--- src/hw/rio_pkg.sv ---
// shared types and constants for the remote i/o and register handshake block
`default_nettype none
package rio_pkg;
    localparam int IO_WIDE = 16;
    localparam int IO_NARROW = 8;
    localparam int CODE_W = 6;
    localparam int DATA_BYTES = 4;
    localparam int DATA_W = DATA_BYTES * 8;
    localparam int ADDR_W = 16;
    // command control byte layout
    localparam int CMD_STROBE_BIT = 6;
    localparam int CMD_UNUSED_BIT = 7;
    // response byte layout
    localparam int RSP_STATUS_BIT = 7;
    localparam int RSP_DONE_BIT = 6;
    // default input bit functions
    localparam int IN_SEL0 = 0;
    localparam int IN_SEL_N = 3;
    localparam int IN_START = 3;
    localparam int IN_HOME = 4;
    localparam int IN_STOP = 5;
    localparam int IN_FREE = 6;
    localparam int IN_FAULT_CLR = 7;
    localparam int IN_DPOS0 = 8;
    localparam int IN_DPOS_N = 3;
    localparam int IN_SEQ = 11;
    localparam int IN_INCH_POS = 12;
    localparam int IN_INCH_NEG = 13;
    localparam int IN_CONT_POS = 14;
    localparam int IN_CONT_NEG = 15;
    // default output bit functions
    localparam int OUT_ECHO0 = 0;
    localparam int OUT_RUN_ECHO = 3;
    localparam int OUT_ORIGIN = 4;
    localparam int OUT_READY = 5;
    localparam int OUT_CAUTION = 6;
    localparam int OUT_FAULT = 7;
    localparam int OUT_BUSY = 8;
    localparam int OUT_ZONE0 = 9;
    localparam int OUT_ZONE_N = 3;
    localparam int OUT_PHASE = 12;
    localparam int OUT_MOVING = 13;
    localparam int OUT_UNUSED = 14;
    localparam int OUT_LOST_SYNC = 15;
    // command code categories, top two bits of the code
    localparam logic [1:0] CAT_PARAM_RD = 2'h0;
    localparam logic [1:0] CAT_PARAM_WR = 2'h1;
    localparam logic [1:0] CAT_MONITOR = 2'h2;
    localparam logic [1:0] CAT_MAINT = 2'h3;
    localparam logic [1:0] STATUS_OK = 2'h0;

    typedef struct packed {
        logic [DATA_W-1:0] data;
        logic [ADDR_W-1:0] addr;
        logic [7:0] ctrl;
    } cmd_frame_t;

    typedef struct packed {
        logic [DATA_W-1:0] data;
        logic [ADDR_W-1:0] addr;
        logic [7:0] resp;
    } rsp_frame_t;

    typedef struct packed {
        logic [2:0] data_sel;
        logic start;
        logic home;
        logic stop;
        logic release_brake;
        logic fault_clear;
        logic [2:0] direct_sel;
        logic seq_req;
        logic inch_pos;
        logic inch_neg;
        logic cont_pos;
        logic cont_neg;
    } motion_req_t;

    typedef struct packed {
        logic origin;
        logic ready;
        logic caution;
        logic fault;
        logic busy;
        logic [2:0] zone;
        logic phase;
        logic moving;
        logic lost_sync;
    } drive_stat_t;
endpackage
`default_nettype wire

--- src/hw/reg_cmd_exec.sv ---
// small parameter store behind the remote register commands
`default_nettype none
module reg_cmd_exec
    import rio_pkg::*;
#(
    parameter int DEPTH = 16
) (
    // clock and reset
    input wire logic mclk,
    input wire logic rst_n,
    // request
    input wire logic go,
    input wire logic [CODE_W-1:0] code,
    input wire logic [ADDR_W-1:0] addr,
    input wire logic [DATA_W-1:0] wdata,
    // monitor source
    input wire logic [DATA_W-1:0] monitor_value,
    // answer
    output logic [DATA_W-1:0] rdata,
    output logic err
);
    localparam int AW = $clog2(DEPTH);
    logic [DATA_W-1:0] mem [DEPTH];
    wire logic [1:0] cat;
    wire logic in_range;
    assign cat = code[CODE_W-1 -: 2];
    assign in_range = (addr < ADDR_W'(DEPTH));

    always_ff @(posedge mclk) begin
        if (go && cat == CAT_PARAM_WR && in_range) begin
            mem[addr[AW-1:0]] <= wdata;
        end
    end

    always_ff @(posedge mclk or negedge rst_n) begin
        if (!rst_n) begin
            rdata <= '0;
            err <= 1'b0;
        end else if (go) begin
            unique case (cat)
                CAT_PARAM_RD: rdata <= in_range ? mem[addr[AW-1:0]] : '0;
                CAT_PARAM_WR: rdata <= wdata;
                CAT_MONITOR: rdata <= monitor_value;
                CAT_MAINT: rdata <= '0;
            endcase
            err <= (cat == CAT_PARAM_RD || cat == CAT_PARAM_WR) && !in_range;
        end
    end
endmodule // reg_cmd_exec

--- src/hw/remote_io_register_handshake.sv ---
// remote i/o words and remote register handshake of the drive network port
`default_nettype none
module remote_io_register_handshake
    import rio_pkg::*;
#(
    parameter int WIDTH = IO_WIDE,
    parameter int DEPTH = 16,
    parameter int EXEC_CYCLES = 2
) (
    // clock and reset
    input wire logic mclk,
    input wire logic rst_n,
    // connection mode, high selects the sixteen-axis narrow words
    input wire logic narrow_mode,
    // remote i/o
    input wire logic [WIDTH-1:0] net_input_bit,
    output logic [WIDTH-1:0] net_output_bit,
    // remote register
    input wire cmd_frame_t cmd_in,
    output var rsp_frame_t rsp_out,
    // drive core side
    input wire drive_stat_t stat,
    input wire logic [DATA_W-1:0] monitor_value,
    output var motion_req_t req,
    output logic [2:0] select_bit_echo,
    output logic command_busy
);
    typedef enum logic [1:0] {IDLE, EXEC, DONE} hs_state_t;
    localparam int CNT_W = $clog2(EXEC_CYCLES + 1);

    hs_state_t state_r, state_nxt;
    logic strobe_d_r;
    logic [CNT_W-1:0] cnt_r, cnt_nxt;
    logic [CODE_W-1:0] code_r;
    logic [ADDR_W-1:0] addr_r;
    logic [DATA_W-1:0] wdata_r;
    logic [DATA_W-1:0] rdata;
    logic err;
    logic [WIDTH-1:0] map_out;
    motion_req_t map_req;
    logic run_echo_r;

    wire logic command_strobe;
    wire logic [CODE_W-1:0] code_in;
    wire logic strobe_rise;
    wire logic go;
    wire logic command_done_strobe;
    wire logic [7:0] resp_byte;

    assign command_strobe = cmd_in.ctrl[CMD_STROBE_BIT];
    assign code_in = cmd_in.ctrl[CODE_W-1:0];
    assign strobe_rise = command_strobe && !strobe_d_r;
    assign go = (state_r == EXEC) && (cnt_r == CNT_W'(EXEC_CYCLES - 1));
    // from the registered state: the executor answers on the go edge, so done
    // must wait one more edge to leave together with its data and status
    assign command_done_strobe = (state_r == DONE);

    always_comb begin
        state_nxt = state_r;
        cnt_nxt = cnt_r;
        unique case (state_r)
            IDLE: begin
                cnt_nxt = '0;
                if (strobe_rise) begin
                    state_nxt = EXEC;
                end
            end
            EXEC: begin
                cnt_nxt = cnt_r + CNT_W'(1);
                if (go) begin
                    state_nxt = DONE;
                end
            end
            DONE: begin
                if (!command_strobe) begin
                    state_nxt = IDLE;
                end
            end
            default: begin
                state_nxt = IDLE;
            end
        endcase
    end

    always_ff @(posedge mclk or negedge rst_n) begin
        if (!rst_n) begin
            state_r <= IDLE;
            cnt_r <= '0;
            strobe_d_r <= 1'b0;
        end else begin
            state_r <= state_nxt;
            cnt_r <= cnt_nxt;
            strobe_d_r <= command_strobe;
        end
    end

    // capture payload, byte 0 is least significant
    always_ff @(posedge mclk or negedge rst_n) begin
        if (!rst_n) begin
            code_r <= '0;
            addr_r <= '0;
            wdata_r <= '0;
        end else if (state_r == IDLE && strobe_rise) begin
            code_r <= code_in;
            addr_r <= cmd_in.addr;
            wdata_r <= cmd_in.data;
        end
    end

    reg_cmd_exec #(.DEPTH(DEPTH)) u_exec (
        .mclk(mclk),
        .rst_n(rst_n),
        .go(go),
        .code(code_r),
        .addr(addr_r),
        .wdata(wdata_r),
        .monitor_value(monitor_value),
        .rdata(rdata),
        .err(err)
    );

    // response byte layout with echoed code
    assign resp_byte = {err, command_done_strobe, code_r};

    // response held back until done so data and status are valid with it
    always_ff @(posedge mclk or negedge rst_n) begin
        if (!rst_n) begin
            rsp_out <= '0;
        end else begin
            rsp_out.resp <= resp_byte;
            rsp_out.addr <= addr_r;
            rsp_out.data <= rdata;
        end
    end

    rio_word_map #(.WIDTH(WIDTH)) u_map (
        .net_input_bit(net_input_bit),
        .narrow_mode(narrow_mode),
        .net_output_bit(map_out),
        .stat(stat),
        .select_bit_echo(select_bit_echo),
        .run_echo(run_echo_r),
        .req(map_req)
    );

    always_ff @(posedge mclk or negedge rst_n) begin
        if (!rst_n) begin
            net_output_bit <= '0;
            req <= '0;
            select_bit_echo <= '0;
            run_echo_r <= 1'b0;
            command_busy <= 1'b0;
        end else begin
            net_output_bit <= map_out;
            req <= map_req;
            select_bit_echo <= map_req.data_sel;
            run_echo_r <= map_req.start;
            command_busy <= (state_nxt == EXEC);
        end
    end

    property p_done_after_exec;
        @(posedge mclk) disable iff (!rst_n)
        (state_r == IDLE && strobe_rise) |-> ##(EXEC_CYCLES + 2) rsp_out.resp[RSP_DONE_BIT];
    endproperty
    a_done_after_exec: assert property (p_done_after_exec) else $error("done late");

    property p_no_start_without_edge;
        @(posedge mclk) disable iff (!rst_n)
        (state_r == IDLE && !strobe_rise) |=> state_r == IDLE;
    endproperty
    a_no_start_without_edge: assert property (p_no_start_without_edge)
        else $error("start without edge");

    property p_code_echo;
        @(posedge mclk) disable iff (!rst_n)
        (state_r == IDLE && strobe_rise) |-> ##(EXEC_CYCLES + 2)
            rsp_out.resp[CODE_W-1:0] == $past(code_in, EXEC_CYCLES + 2);
    endproperty
    a_code_echo: assert property (p_code_echo) else $error("code not echoed");

    property p_done_clears;
        @(posedge mclk) disable iff (!rst_n)
        (state_r == DONE && !command_strobe) |=> ##1 !rsp_out.resp[RSP_DONE_BIT];
    endproperty
    a_done_clears: assert property (p_done_clears) else $error("done stuck");

    property p_status_err;
        @(posedge mclk) disable iff (!rst_n)
        go |=> ##1 rsp_out.resp[RSP_STATUS_BIT] == err;
    endproperty
    a_status_err: assert property (p_status_err) else $error("status mismatch");

    property p_narrow_upper;
        @(posedge mclk) disable iff (!rst_n)
        narrow_mode |=> net_output_bit[WIDTH-1:IO_NARROW] == '0;
    endproperty
    a_narrow_upper: assert property (p_narrow_upper) else $error("upper byte live");

    property p_fault_out;
        @(posedge mclk) disable iff (!rst_n)
        stat.fault |=> net_output_bit[OUT_FAULT];
    endproperty
    a_fault_out: assert property (p_fault_out) else $error("fault not shown");

    property p_stop_req;
        @(posedge mclk) disable iff (!rst_n)
        net_input_bit[IN_STOP] |=> req.stop;
    endproperty
    a_stop_req: assert property (p_stop_req) else $error("stop lost");

    property p_cont_neg;
        @(posedge mclk) disable iff (!rst_n)
        (!narrow_mode && net_input_bit[IN_CONT_NEG]) |=> req.cont_neg;
    endproperty
    a_cont_neg: assert property (p_cont_neg) else $error("negative run lost");

    property p_lost_sync;
        @(posedge mclk) disable iff (!rst_n)
        (!narrow_mode && stat.lost_sync)
            |=> net_output_bit[OUT_LOST_SYNC] && !net_output_bit[OUT_UNUSED];
    endproperty
    a_lost_sync: assert property (p_lost_sync) else $error("lost sync not shown");

    property p_busy_exec;
        @(posedge mclk) disable iff (!rst_n)
        (state_r == IDLE && strobe_rise) |=> command_busy;
    endproperty
    a_busy_exec: assert property (p_busy_exec) else $error("busy not raised");

    property p_idle_no_busy;
        @(posedge mclk) disable iff (!rst_n)
        (state_r == IDLE && !strobe_rise) |=> !command_busy;
    endproperty
    a_idle_no_busy: assert property (p_idle_no_busy) else $error("busy while idle");

    property p_busy_drops;
        @(posedge mclk) disable iff (!rst_n)
        go |=> !command_busy;
    endproperty
    a_busy_drops: assert property (p_busy_drops) else $error("busy stuck");

    // a done that leaves ahead of the executor would carry the previous answer
    property p_data_with_done;
        @(posedge mclk) disable iff (!rst_n)
        $rose(rsp_out.resp[RSP_DONE_BIT]) |-> rsp_out.data == rdata;
    endproperty
    a_data_with_done: assert property (p_data_with_done) else $error("stale data");

    property p_status_with_done;
        @(posedge mclk) disable iff (!rst_n)
        $rose(rsp_out.resp[RSP_DONE_BIT]) |-> rsp_out.resp[RSP_STATUS_BIT] == err;
    endproperty
    a_status_with_done: assert property (p_status_with_done) else $error("stale status");

    property p_done_stands;
        @(posedge mclk) disable iff (!rst_n)
        (state_r == DONE && command_strobe) |=> rsp_out.resp[RSP_DONE_BIT];
    endproperty
    a_done_stands: assert property (p_done_stands) else $error("done dropped early");

    // edges during execution or while done stands must not reload the command
    property p_refuse_retrigger;
        @(posedge mclk) disable iff (!rst_n)
        (state_r != IDLE) |=> $stable(code_r);
    endproperty
    a_refuse_retrigger: assert property (p_refuse_retrigger) else $error("code reloaded");

    property p_narrow_req;
        @(posedge mclk) disable iff (!rst_n)
        narrow_mode |=> req.direct_sel == '0 && !req.seq_req && !req.inch_pos
            && !req.inch_neg && !req.cont_pos && !req.cont_neg;
    endproperty
    a_narrow_req: assert property (p_narrow_req) else $error("upper request live");

    property p_echo_out;
        @(posedge mclk) disable iff (!rst_n)
        net_output_bit[OUT_ECHO0 +: IN_SEL_N] == $past(select_bit_echo);
    endproperty
    a_echo_out: assert property (p_echo_out) else $error("select echo not shown");
endmodule // remote_io_register_handshake
`default_nettype wire

--- src/hw/rio_word_map.sv ---
// default function mapping of the remote input and output words
`default_nettype none
module rio_word_map
    import rio_pkg::*;
#(
    parameter int WIDTH = IO_WIDE
) (
    // network side words
    input wire logic [WIDTH-1:0] net_input_bit,
    input wire logic narrow_mode,
    output logic [WIDTH-1:0] net_output_bit,
    // drive side
    input wire drive_stat_t stat,
    input wire logic [2:0] select_bit_echo,
    input wire logic run_echo,
    output var motion_req_t req
);
    // upper byte is masked in narrow mode so stale bits cannot act
    wire logic [WIDTH-1:0] in_eff;
    assign in_eff = narrow_mode ? {{(WIDTH-IO_NARROW){1'b0}}, net_input_bit[IO_NARROW-1:0]}
                                : net_input_bit;

    assign req.data_sel = in_eff[IN_SEL0 +: IN_SEL_N];
    assign req.start = in_eff[IN_START];
    assign req.home = in_eff[IN_HOME];
    assign req.stop = in_eff[IN_STOP];
    assign req.release_brake = in_eff[IN_FREE];
    assign req.fault_clear = in_eff[IN_FAULT_CLR];
    assign req.direct_sel = in_eff[IN_DPOS0 +: IN_DPOS_N];
    assign req.seq_req = in_eff[IN_SEQ];
    assign req.inch_pos = in_eff[IN_INCH_POS];
    assign req.inch_neg = in_eff[IN_INCH_NEG];
    assign req.cont_pos = in_eff[IN_CONT_POS];
    assign req.cont_neg = in_eff[IN_CONT_NEG];

    wire logic [IO_WIDE-1:0] out_full;
    assign out_full[OUT_ECHO0 +: IN_SEL_N] = select_bit_echo;
    assign out_full[OUT_RUN_ECHO] = run_echo;
    assign out_full[OUT_ORIGIN] = stat.origin;
    assign out_full[OUT_READY] = stat.ready;
    assign out_full[OUT_CAUTION] = stat.caution;
    assign out_full[OUT_FAULT] = stat.fault;
    assign out_full[OUT_BUSY] = stat.busy;
    assign out_full[OUT_ZONE0 +: OUT_ZONE_N] = stat.zone;
    assign out_full[OUT_PHASE] = stat.phase;
    assign out_full[OUT_MOVING] = stat.moving;
    assign out_full[OUT_UNUSED] = 1'b0;
    assign out_full[OUT_LOST_SYNC] = stat.lost_sync;

    assign net_output_bit = narrow_mode
        ? {{(WIDTH-IO_NARROW){1'b0}}, out_full[IO_NARROW-1:0]} : out_full[WIDTH-1:0];
endmodule // rio_word_map

--- config.mk ---
export PLATFORM = sky130hd
export DESIGN_NAME = remote_io_register_handshake
export DESIGN_NICKNAME = d
export VERILOG_FILES = /design/src/hw/rio_pkg.sv /design/src/hw/reg_cmd_exec.sv /design/src/hw/remote_io_register_handshake.sv /design/src/hw/rio_word_map.sv
export SDC_FILE = /design/constraint.sdc
export NUM_CORES = 1
export LEC_CHECK = 0
export BUFFER_PORTS_ARGS = -buffer_cell sky130_fd_sc_hd__clkbuf_2
export CORE_MARGIN = 2
export CORE_UTILIZATION = 35
export CTS_CLUSTER_SIZE = 24
export DETAILED_ROUTE_END_ITERATION = 8
export PLACE_DENSITY_LB_ADDON = 0.05
export SKIP_CTS_REPAIR_TIMING = 1
export SYNTH_ARGS = -nofsm -noshare
export SYNTH_HDL_FRONTEND = slang
export SYNTH_HIERARCHICAL = 1
export SYNTH_SLANG_ARGS = --single-unit
--- constraint.sdc ---
create_clock -name mclk -period 3.3 [get_ports mclk]
set_clock_uncertainty 0.15 [all_clocks]
set_input_delay 0.825 -clock mclk [delete_from_list [all_inputs] [get_ports mclk]]
set_output_delay 0.825 -clock mclk [all_outputs]
set_load 0.01 [all_outputs]
==> summary.txt, run 1 <==
Outcome
  • Status: finished clean

Floorplan
  • Io pins: 210
  • Std-Cell Rows: 101
  • Initial Util: 35.16%
  • Core Region: 75570 um^2
  • Die Area: 78140 um^2
  • Die span in y: 279.5 um
  • Die X: 279.5 um

STA
  • Tcrit/Tclk final: 89.45%
  • Peak Freq: 338.8 MHz
  • Crit path time final: 2952 ps
  • TNS Setup: 0 ps
  • Final hold vios: 0
  • Slew Limit Fails: 0
  • Worst-Margin Slew: 1036 ps
  • Setup-failing EPs final: 0
  • Max_slew headroom: 30.84%
  • RSZ-0062 raised after global routing: no

Placed design
  • Post-DP Area: 29030 um^2
  • Post-DP HPWL: 38170 um
  • Number of port buffers: 208
  • Gpl congestion: 0.6986

Clock tree
  • Clock Latency Late Sink: 620 ps
  • TritonCTS clock tree: done
  • Clk buf depth: 3
  • CTS clock-pin slew for the worst setup and hold paths: 50 ps
  • Root buffer cell: clkbuf_16
  • TritonCTS buffer count: 80
  • H-Tree Depth: 3
  • CTS Sinks: 693

Global routing
  • Vias in the first global route: 14640
  • Initial antenna violation count: 3
  • GRT Total Usage: 17.32%
  • Total grt overflow: 0
  • First-pass GRT wire length: 98480 um
  • Pin count of the biggest net entering global routing: 68

Yosys
  • Ys async rst share: 26.12%
  • Share of the synthesized area in the top cell type: 57.86%
  • Most used DFF post-synth: edfxtp_1
  • Netlist cell types: 56
  • Syn avg cell area: 17.74 um^2
  • Syn_nets: 1617
  • Post-synthesis sequential area ratio: 74.90%
  • Synth area leader: edfxtp_1
  • Yosys warning count: 6
  • Mapped Area: 26570 um^2
  • Synth Instances: 1498
  • FF+latch count, synth: 693
  • Area contributors post-synth: edfxtp_1 (58%), dfrtp_1 (17%), mux2i_1 (8.8%)
  • EDFF count, synth: 512

Drt
  • Drt wl/cell: 24.11 um
  • Drt total wl: 67540 um
  • Total number of vias: 13990
  • Post-route ant nets: 0
  • Initial DRC Count: 974
  • Final routed DRC violation total: 0
  • TritonRoute pass-1 iters: 5
  • Number of vias per cell: 4.994

Worst setup path
  • Crit path cell chain: or4_4, nor2_8, nand4_1, nor2_4, buf_12
  • CP peak stage delay: 590 ps
  • Slowest cell on the critical path: or4_4
  • Critical Path Sink Type: flip-flop
  • CP Max Fanout: 25
  • Nature of the critical path startpoint: flip-flop
  • Worst Setup Path Type: reg2reg
  • Crit path DAT: 3090 ps
  • WP data required: 3440 ps

Finish
  • Fill count: 6838
  • Cell area after layout: 31570 um^2
  • Area Growth Syn to Fin: 18.81%
  • Layout cells sized above 1: 27.87%
  • Commonest cells after routing, fill and taps aside: edfxtp_1 (512), mux2i_1 (234), clkbuf_2 (207)
  • Commonest non-fill, non-tap cell in the layout: edfxtp_1
  • Diodes inserted: 0
  • Final-stage net count: 1877

Pwr
  • Pwr Total: 0.02819 W
  • Static leakage: 11.90 nW
  • Power density over the cells: 893.0 nW/um^2
  • Peak VDD IR: 495.5 uV

Flow run
  • Max-cap violations: 0

Hold path
  • Worst hold path class: in2async
report_power, final:
group	internal [W]	leakage (nW)	switching (W)	total, W
clock network	0.00513	1.24	0.00343	0.00856
registers	0.0113	6.75	0.00153	0.0128
logic	0.00295	3.91	0.00386	0.00681
total	0.0194	11.9	0.00882	0.0282
worst max-delay path: cells and delay by family (launching register included):
family | cells | cell delay (ps)
buf+inv | 1 | 290
flops | 1 | 390
simple gates | 4 | 1760
synth_stat cells (all sizes together), types with 2 or more instances:
cell type and instances:
edfxtp 512, a221oi 22, clkbuf 35, nor4 10
a22oi 80, nor2b 24, nand2b 4, a211o 7
inv 2, buf 65, o211ai 2, a22o 37
or4 2, dfrtp 181, nand3 22, nand4b 2
a211oi 9, nand4 3, and2b 5, mux4 2
a21oi 19, mux2i 234, or3 4, mux2 64
nor2 34, o21ai 55, nand2 39, and3b 2
nor3 10
final timing paths:
path / from / to / slack, ps / depth (start not counted)
min reg2reg: u_exec/rdata[31] / rsp_out[55] / 220 / 0
min in group mclk: net_input_bit[7] / req[8] / 160 / 1
max: addr_r[15] / u_exec/mem[3][6] / 350 / 5
max reg2reg: addr_r[15] / u_exec/mem[3][6] / 350 / 5
min: rst_n / addr_r[4] / 6 / 1
max in group asynchronous: rst_n / rsp_out[27] / 2230 / 2
cell families after synthesis:
logic type,count (synthesis),share of synthesized area [%]
simple gates,166,3.536
compound gates,235,6.328
buf+inv,102,2.769
flops,693,74.90
mux,300,12.40
other cells,1,0.01411
fa+ha+maj,1,0.04708
per-stage QoR:
step	setup WS, ps	hold WS, ps	cells	util (%)
after global routing	255.6	20.33	2801	41.78
after global placement	365.2	206.0	2654	38.41
after detailed placement	317.4	209.9	2654	38.41
after CTS	289.0	-10.36	2801	41.78
final	348.1	6.398	2801	41.78
after floorplan	-201.7	198.8	1498	-
sequential cells by signal (all words and copies together) (netlist names):
register	flops
select_bit_echo	3
rsp_out	56
state_r	2
net_output_bit	16
addr_r	16
u_exec/rdata	32
code_r	6
wdata_r	32
command_busy	1
req	12
u_exec/err	1
cnt_r	2
strobe_d_r	1
u_exec/mem	512
run_echo_r	1
layer usage:
layer,track usage [%],wire length (um),vias up
li1,-,-,6358
met1,23.61,30530,7202
met2,28.20,32300,328
met3,3.203,3203,99
met4,5.210,1504,0
met5,0,0,-
layout make-up:
class                      count  area (um^2)  share of cell area (%)
clock buffer                 119         2302                   7.292
clock inverter                28        239.0                  0.7570
inverter                       2        7.507                 0.02378
multi-input combinational    703         6101                   19.32
sequential                   693        19910                   63.06
tap                          978         1224                   3.876
timing repair buffer         278         1789                   5.667
Note: power is estimated with default switching activity, not from simulation.
==> run 2, diff against run 1 <==
--- a/config.mk
+++ b/config.mk
@@ -5,9 +5,9 @@
 export SDC_FILE = /design/constraint.sdc
 export NUM_CORES = 1
 export LEC_CHECK = 0
-export BUFFER_PORTS_ARGS = -buffer_cell sky130_fd_sc_hd__clkbuf_2
+export BUFFER_PORTS_ARGS = -buffer_cell sky130_fd_sc_hd__buf_2
 export CORE_MARGIN = 2
-export CORE_UTILIZATION = 35
+export CORE_UTILIZATION = 54
 export CTS_CLUSTER_SIZE = 24
 export DETAILED_ROUTE_END_ITERATION = 8
 export PLACE_DENSITY_LB_ADDON = 0.05
==> run 2 against run 1 <==
Die area shrank 35%. Total power is 4.2% lower. Worst setup slack gained 120 ps. Non-clock buffer count is 2 lower. Core utilization increased by 22 points. Critical endpoint is now u_exec/mem[8][10]. Largest power group unchanged. Highest routed layer unchanged.
==> summary.txt, run 2 (synthesis gave the netlist of run 1 again) <==
Clock tree
  • Clk buf depth: 3 (unchanged)
  • CTS clock-pin slew for the worst setup and hold paths: 60 ps (about the same)
  • CTS Sinks: 693 (unchanged)
  • TritonCTS buffer count: 73 (-8.8%)
  • Root buffer cell: clkbuf_16
  • TritonCTS clock tree: done
  • Clock Latency Late Sink: 600 ps (-20 ps)
  • H-Tree Depth: 3 (unchanged)

Pwr
  • Power share of the combinational group: 23.3% (-0.9 points)
  • Net Sw Power: 0.008203 W (-7.0%)
  • Net Sw Frac: 30.38% (-0.91 points)
  • Peak VDD IR: 496.8 uV (+0.27%)
  • P_int: 0.01880 W (-3.0%)
  • Seq pwr share: 47.6% (+2.1 points)
  • Power density over the cells: 874.8 nW/um^2 (-2.0%)
  • Power share of the clock group: 29.1% (-1.3 points)
  • Static leakage: 11.72 nW (-1.5%)

Global routing
  • First-pass GRT wire length: 85350 um (-13%)
  • Vias in the first global route: 14100 (-3.7%)
  • Total grt overflow: 0 (unchanged)
  • GRT Total Usage: 22.75% (+5.4 points)
  • Pin count of the biggest net entering global routing: 81 (+19%)
  • Initial antenna violation count: 0 (-3)

Drt
  • Initial DRC Count: 1104 (+13%)
  • Drt total wl: 56790 um (-16%)
  • Number of vias per cell: 5.656 (+13%)
  • Drt wl/cell: 22.97 um (-4.7%)
  • TritonRoute pass-1 iters: 7 (+2)
  • Final routed DRC violation total: 0 (unchanged)
  • Post-route ant nets: 0 (unchanged)
  • Total number of vias: 13980 (-0.036%)

Placed design
  • Number of port buffers: 208 (unchanged)
  • Post-DP HPWL: 32770 um (-14%)
  • Post-DP Area: 28560 um^2 (-1.6%)
  • Placed cells: 2338 (-12%)
  • Gpl congestion: 0.7381 (+5.7%)

Finish
  • Fin cells: 2472 (-12%)
  • Commonest non-fill, non-tap cell in the layout: edfxtp_1
  • Area Growth Syn to Fin: 16.17%
  • Commonest cells after routing, fill and taps aside: edfxtp_1 (512), mux2i_1 (234), buf_2 (207)
  • Largest register FFs: 512 (unchanged)
  • Cell area after layout: 30870 um^2 (-2.2%)
  • Final-stage net count: 1868 (-0.48%)
  • Layout cells sized above 1: 27.28% (-0.58 points)

Worst setup path
  • Critical Path Sink Type: flip-flop
  • R2R depth: 6 (+1)
  • Setup slack, reg-to-reg: 460 ps (+120 ps)
  • Crit path DAT: 2930 ps (-160 ps)
  • Crit path cell chain: or4_4, nor2_8, nand2_1, or3_1, nor2_4, buf_4
  • CP Max Fanout: 21 (-16%)
  • Nature of the critical path startpoint: flip-flop
  • WP data required: 3390 ps (-50 ps)
  • Slowest cell on the critical path: or4_4
  • CP peak stage delay: 590 ps (about the same)
  • Worst Setup Path Type: reg2reg

STA
  • Worst-Margin Slew: 852.4 ps (-184.0 ps)
  • Final hold vios: 0 (unchanged)
  • Hold slack final: 68.01 ps (+61.61 ps)
  • Peak Freq: 352.7 MHz (+4.1%)
  • Crit path time final: 2836 ps (-116.4 ps)
  • Slew Limit Fails: 0 (unchanged)
  • Setup-failing EPs final: 0 (unchanged)
  • Max_slew headroom: 43.17% (+12 points)
  • TNS Setup: 0 ps (unchanged)
  • RSZ-0062 raised after global routing: no
  • Tcrit/Tclk final: 85.93% (-3.5 points)

Floorplan
  • Core Region: 48750 um^2 (-35%)
  • Die span in y: 225.8 um (-19%)
  • Die Area: 51000 um^2 (-35%)
  • Initial Util: 54.51% (+19 points)
  • Io pins: 210 (unchanged)
  • Std-Cell Rows: 81 (-20%)
  • Die X: 225.8 um (-19%)

Flow run
  • Max-cap violations: 0 (unchanged)

Outcome
  • Status: finished clean

Hold path
  • Worst hold path class: in2async
run 2: cell count changes in the layout (fill, tap and decap cells not counted), moves of 2 or more:
cell       delta
bufinv_16     -2
clkbuf_1      -3
clkinv_2      -3
buf_12        -5
clkbuf_2    -207
buf_2       +207
buf_4         +3
clkbuf_16     -5
run 2: power groups by stage:
| stage | Combinational [W] | Sequential, W | Clock [W] |
|---|---|---|---|
| after floorplan | 0.00453 | 0.0125 | 0 |
| after global placement | 0.00628 | 0.0129 | 0 |
| after detailed placement | 0.00632 | 0.0130 | 0 |
| after CTS | 0.00633 | 0.0129 | 0.00801 |
| after global routing | 0.00680 | 0.0131 | 0.00839 |
| final | 0.00629 | 0.0129 | 0.00785 |
run 2: stage by stage:
stage,total power [W],worst slack [ps],util [%]
floorplan,0.01702,-201.7,-
global placement,0.01922,519.3,58.58
detailed placement,0.01935,462.7,58.58
CTS,0.02722,445.2,63.32
global route,0.02828,371.7,63.32
finish,0.02700,464.4,63.32
run 2: worst paths after layout:
| path | start | end |
|---|---|---|
| min reg2reg | u_exec/rdata[25] | rsp_out[49] |
| max | addr_r[15] | u_exec/mem[8][10] |
| max reg2reg | addr_r[15] | u_exec/mem[8][10] |
| min in group mclk | stat[8] | net_output_bit[6] |
| min | rst_n | req[8] |
| max in group asynchronous | rst_n | addr_r[1] |
run 2: layout make-up:
| class | count | area, um^2 |
|---|---|---|
| Timing Repair Buffer | 276 | 1712 |
| Antenna cell | 1 | 2.502 |
| Tap cell | 664 | 830.8 |
| Clock buffer | 110 | 2152 |
| Multi-Input combinational cell | 703 | 6098 |
| Fill cell | 3496 | 17880 |
| Sequential cell | 693 | 19910 |
| Inverter | 2 | 7.507 |
| Clock inverter | 23 | 158.9 |
run 2: metal layers:
layer	track usage [%]	wire length, um	vias up
met4	5.768	1073	0
li1	-	-	6339
met1	32.24	25370	7178
met2	36.61	27340	381
met5	0	0	-
met3	4.307	3016	84
run 2: critical path, delay by kind of cell (launching register included):
kind | cells | cell delay (ps)
flip-flops | 1 | 390
AND/OR/NAND/NOR | 5 | 1510
buffers and inverters | 1 | 410
==> run 3, diff against run 2 <==
--- a/config.mk
+++ b/config.mk
@@ -6,12 +6,13 @@
 export NUM_CORES = 1
 export LEC_CHECK = 0
 export BUFFER_PORTS_ARGS = -buffer_cell sky130_fd_sc_hd__buf_2
+export CORE_ASPECT_RATIO = 1.5
 export CORE_MARGIN = 2
 export CORE_UTILIZATION = 54
 export CTS_CLUSTER_SIZE = 24
 export DETAILED_ROUTE_END_ITERATION = 8
+export GPL_TIMING_DRIVEN = 0
 export PLACE_DENSITY_LB_ADDON = 0.05
-export SKIP_CTS_REPAIR_TIMING = 1
 export SYNTH_ARGS = -nofsm -noshare
 export SYNTH_HDL_FRONTEND = slang
 export SYNTH_HIERARCHICAL = 1
==> run 3 against run 2 <==
Sequential power barely moved. Combinational power increased by 13%. Critical endpoint is now u_exec/mem[0][29]. Fmax down 14%. Worst hold slack got worse by 51 ps. Global-route usage increased by 3.6 points. Register-to-register slack worse by 450 ps. Worst setup slack worse by 450 ps. Die area is essentially flat. Total power is 1.3% higher. Flip-flop and latch count stayed put. Largest power group unchanged. Wire length rose by 16%.
==> summary.txt, run 3 (synthesis gave the netlist of run 1 again) <==
Drt
  • Top routing layer in use: met4
  • Met2 wire length: 34990 um (+28%)
  • Initial DRC Count: 1044 (-5.4%)
  • Drt total wl: 66130 um (+16%)
  • Met1 WL: 24830 um (-2.1%)
  • Post-route ant nets: 0 (unchanged)
  • Total number of vias: 14680 (+5.0%)
  • Drt wl/cell: 26.28 um (+14%)
  • Final routed DRC violation total: 0 (unchanged)
  • Number of vias per cell: 5.834 (+3.1%)
  • Met3 WL: 3454 um (+15%)
  • TritonRoute pass-1 iters: 6 (-1)

Finish
  • Final-stage net count: 1924 (+3.0%)
  • Area Growth Syn to Fin: 17.82%
  • Commonest cells after routing, fill and taps aside: edfxtp_1 (512), mux2i_1 (234), buf_2 (202)
  • Largest register FFs: 512 (unchanged)
  • Footprint of the multi-input gates: 6053 um^2 (-0.74%)
  • Layout cells sized above 1: 27.65% (+0.37 points)
  • Commonest non-fill, non-tap cell in the layout: edfxtp_1
  • Core Util, Final: 64.31% (+0.99 points)
  • Seq. cell area: 19900 um^2 (about the same)
  • Fill count: 3510 (+0.40%)

Clock tree
  • TritonCTS buffer count: 67 (-8.2%)
  • CTS Sinks: 693 (unchanged)
  • TritonCTS clock tree: done
  • Clock Latency Late Sink: 590 ps (about the same)
  • CTS clock-pin slew for the worst setup and hold paths: 60 ps (about the same)
  • Post-cts resize count: 0
  • Clk buf depth: 3 (unchanged)
  • Hold buffers post-CTS: 0
  • Root buffer cell: clkbuf_16
  • H-Tree Depth: 3 (unchanged)

Pwr
  • Pwr Total: 0.02736 W (+1.3%)
  • Power density over the cells: 873.8 nW/um^2 (-0.11%)
  • Peak VDD IR: 523.8 uV (+5.4%)
  • Static leakage: 11.91 nW (+1.6%)

Floorplan
  • Die Area: 51040 um^2 (about the same)
  • Die span in y: 275.7 um (+22%)
  • Core Region: 48680 um^2 (-0.14%)
  • Initial Util: 54.59% (+0.076 points)
  • Io pins: 210 (unchanged)
  • Die X: 185.1 um (-18%)
  • Std-Cell Rows: 99 (+22%)

Worst setup path
  • WP data required: 3430 ps (+40 ps)
  • CP Max Fanout: 23 (+9.5%)
  • Crit path DAT: 3420 ps (+490 ps)
  • Worst Setup Path Type: reg2reg
  • Nature of the critical path startpoint: flip-flop
  • Critical Path Sink Type: flip-flop
  • Setup slack, reg-to-reg: 10 ps (-450 ps)

STA
  • Peak Freq: 304.0 MHz (-14%)
  • Tcrit/Tclk final: 99.67% (+14 points)
  • Slew Limit Fails: 0 (unchanged)
  • Final setup margin: 10.90 ps (-453.5 ps)
  • Worst-Margin Slew: 1020 ps (+167.7 ps)
  • Max_slew headroom: 31.99% (-11 points)
  • Final hold vios: 0 (unchanged)
  • TNS Setup: 0 ps (unchanged)
  • Crit path time final: 3289 ps (+453.5 ps)
  • Setup-failing EPs final: 0 (unchanged)
  • Hold slack final: 17.07 ps (-50.93 ps)

Global routing
  • Pin count of the biggest net entering global routing: 114 (+41%)
  • Vias in the first global route: 15150 (+7.5%)
  • First-pass GRT wire length: 95800 um (+12%)
  • GRT Total Usage: 26.34% (+3.6 points)
  • Initial antenna violation count: 1 (+1)
  • Total grt overflow: 0 (unchanged)

Hold path
  • Worst hold path class: in2async

Flow run
  • Max-cap violations: 0 (unchanged)

Outcome
  • Status: finished clean

Placed design
  • Gpl congestion: 0.7737 (+4.8%)
  • Post-DP HPWL: 42630 um (+30%)
  • Number of port buffers: 196 (-5.8%)
  • Post-Place Setup Slack: -401.7 ps (-864.5 ps)
## run 3: cell types whose count changed in the layout (fill, tap and decap cells not counted), sizes merged
cell	change
bufinv	+2
clkinv	-2
buf	+28
clkbuf	+22
clkinvlp	-1
inv	+3
## run 3: metal layers
metal | GRT usage (%) | vias up
met1 | 30.97 | 7574
met3 | 4.275 | 162
met5 | 0 | -
met4 | 12.32 | 0
met2 | 47.21 | 504
li1 | - | 6438
## run 3: worst max-delay path: stages (launching register included)
cell and delay [ps]:
dfrtp_1 450, nor2b_1 180, clkbuf_1 460, and3_1 310, nand2_1 110, or3_1 520
nor2_4 490, buf_12 270
## run 3: final timing paths
kind | startpoint | to | depth (start not counted)
min | rst_n | net_output_bit[7] | 1
min reg2reg | u_exec/rdata[23] | rsp_out[47] | 0
min in group mclk | net_input_bit[6] | req[9] | 1
max in group asynchronous | rst_n | u_exec/rdata[13] | 2
max reg2reg | code_r[4] | u_exec/mem[0][29] | 7
max | code_r[4] | u_exec/mem[0][29] | 7
## run 3: where the power goes
group / leakage (nW) / switching, W / internal, W
combinational: 4.10 / 0.00414 / 0.00299
clock: 1.06 / 0.00318 / 0.00437
sequential: 6.75 / 0.00139 / 0.0113
total: 11.9 / 0.00871 / 0.0186
## run 3: cell type report
cell class,instances,area share [%]
Sequential cell,693,63.57
Multi-Input combinational cell,703,19.33
Clock buffer,98,6.118
Timing Repair Buffer,239,5.227
Tap cell,656,2.622
Buffer,99,2.314
Clock inverter,25,0.7793
Inverter,2,0.02398
Antenna cell,1,0.007993
## run 3: metrics by stage
step / instance area [um^2] / std cells
finish: 31310 / 2516
detailed placement: 28870 / 2367
global placement: 28380 / 2350
floorplan: 26580 / 1498
CTS: 31270 / 2510
global route: 31310 / 2516
## run 3: timing repair
item / 4_1_cts / 5_1_grt
setup buffers: 20 / 6
pin swaps: 12 / 4
endpoints found under the setup margin: 291 / 123
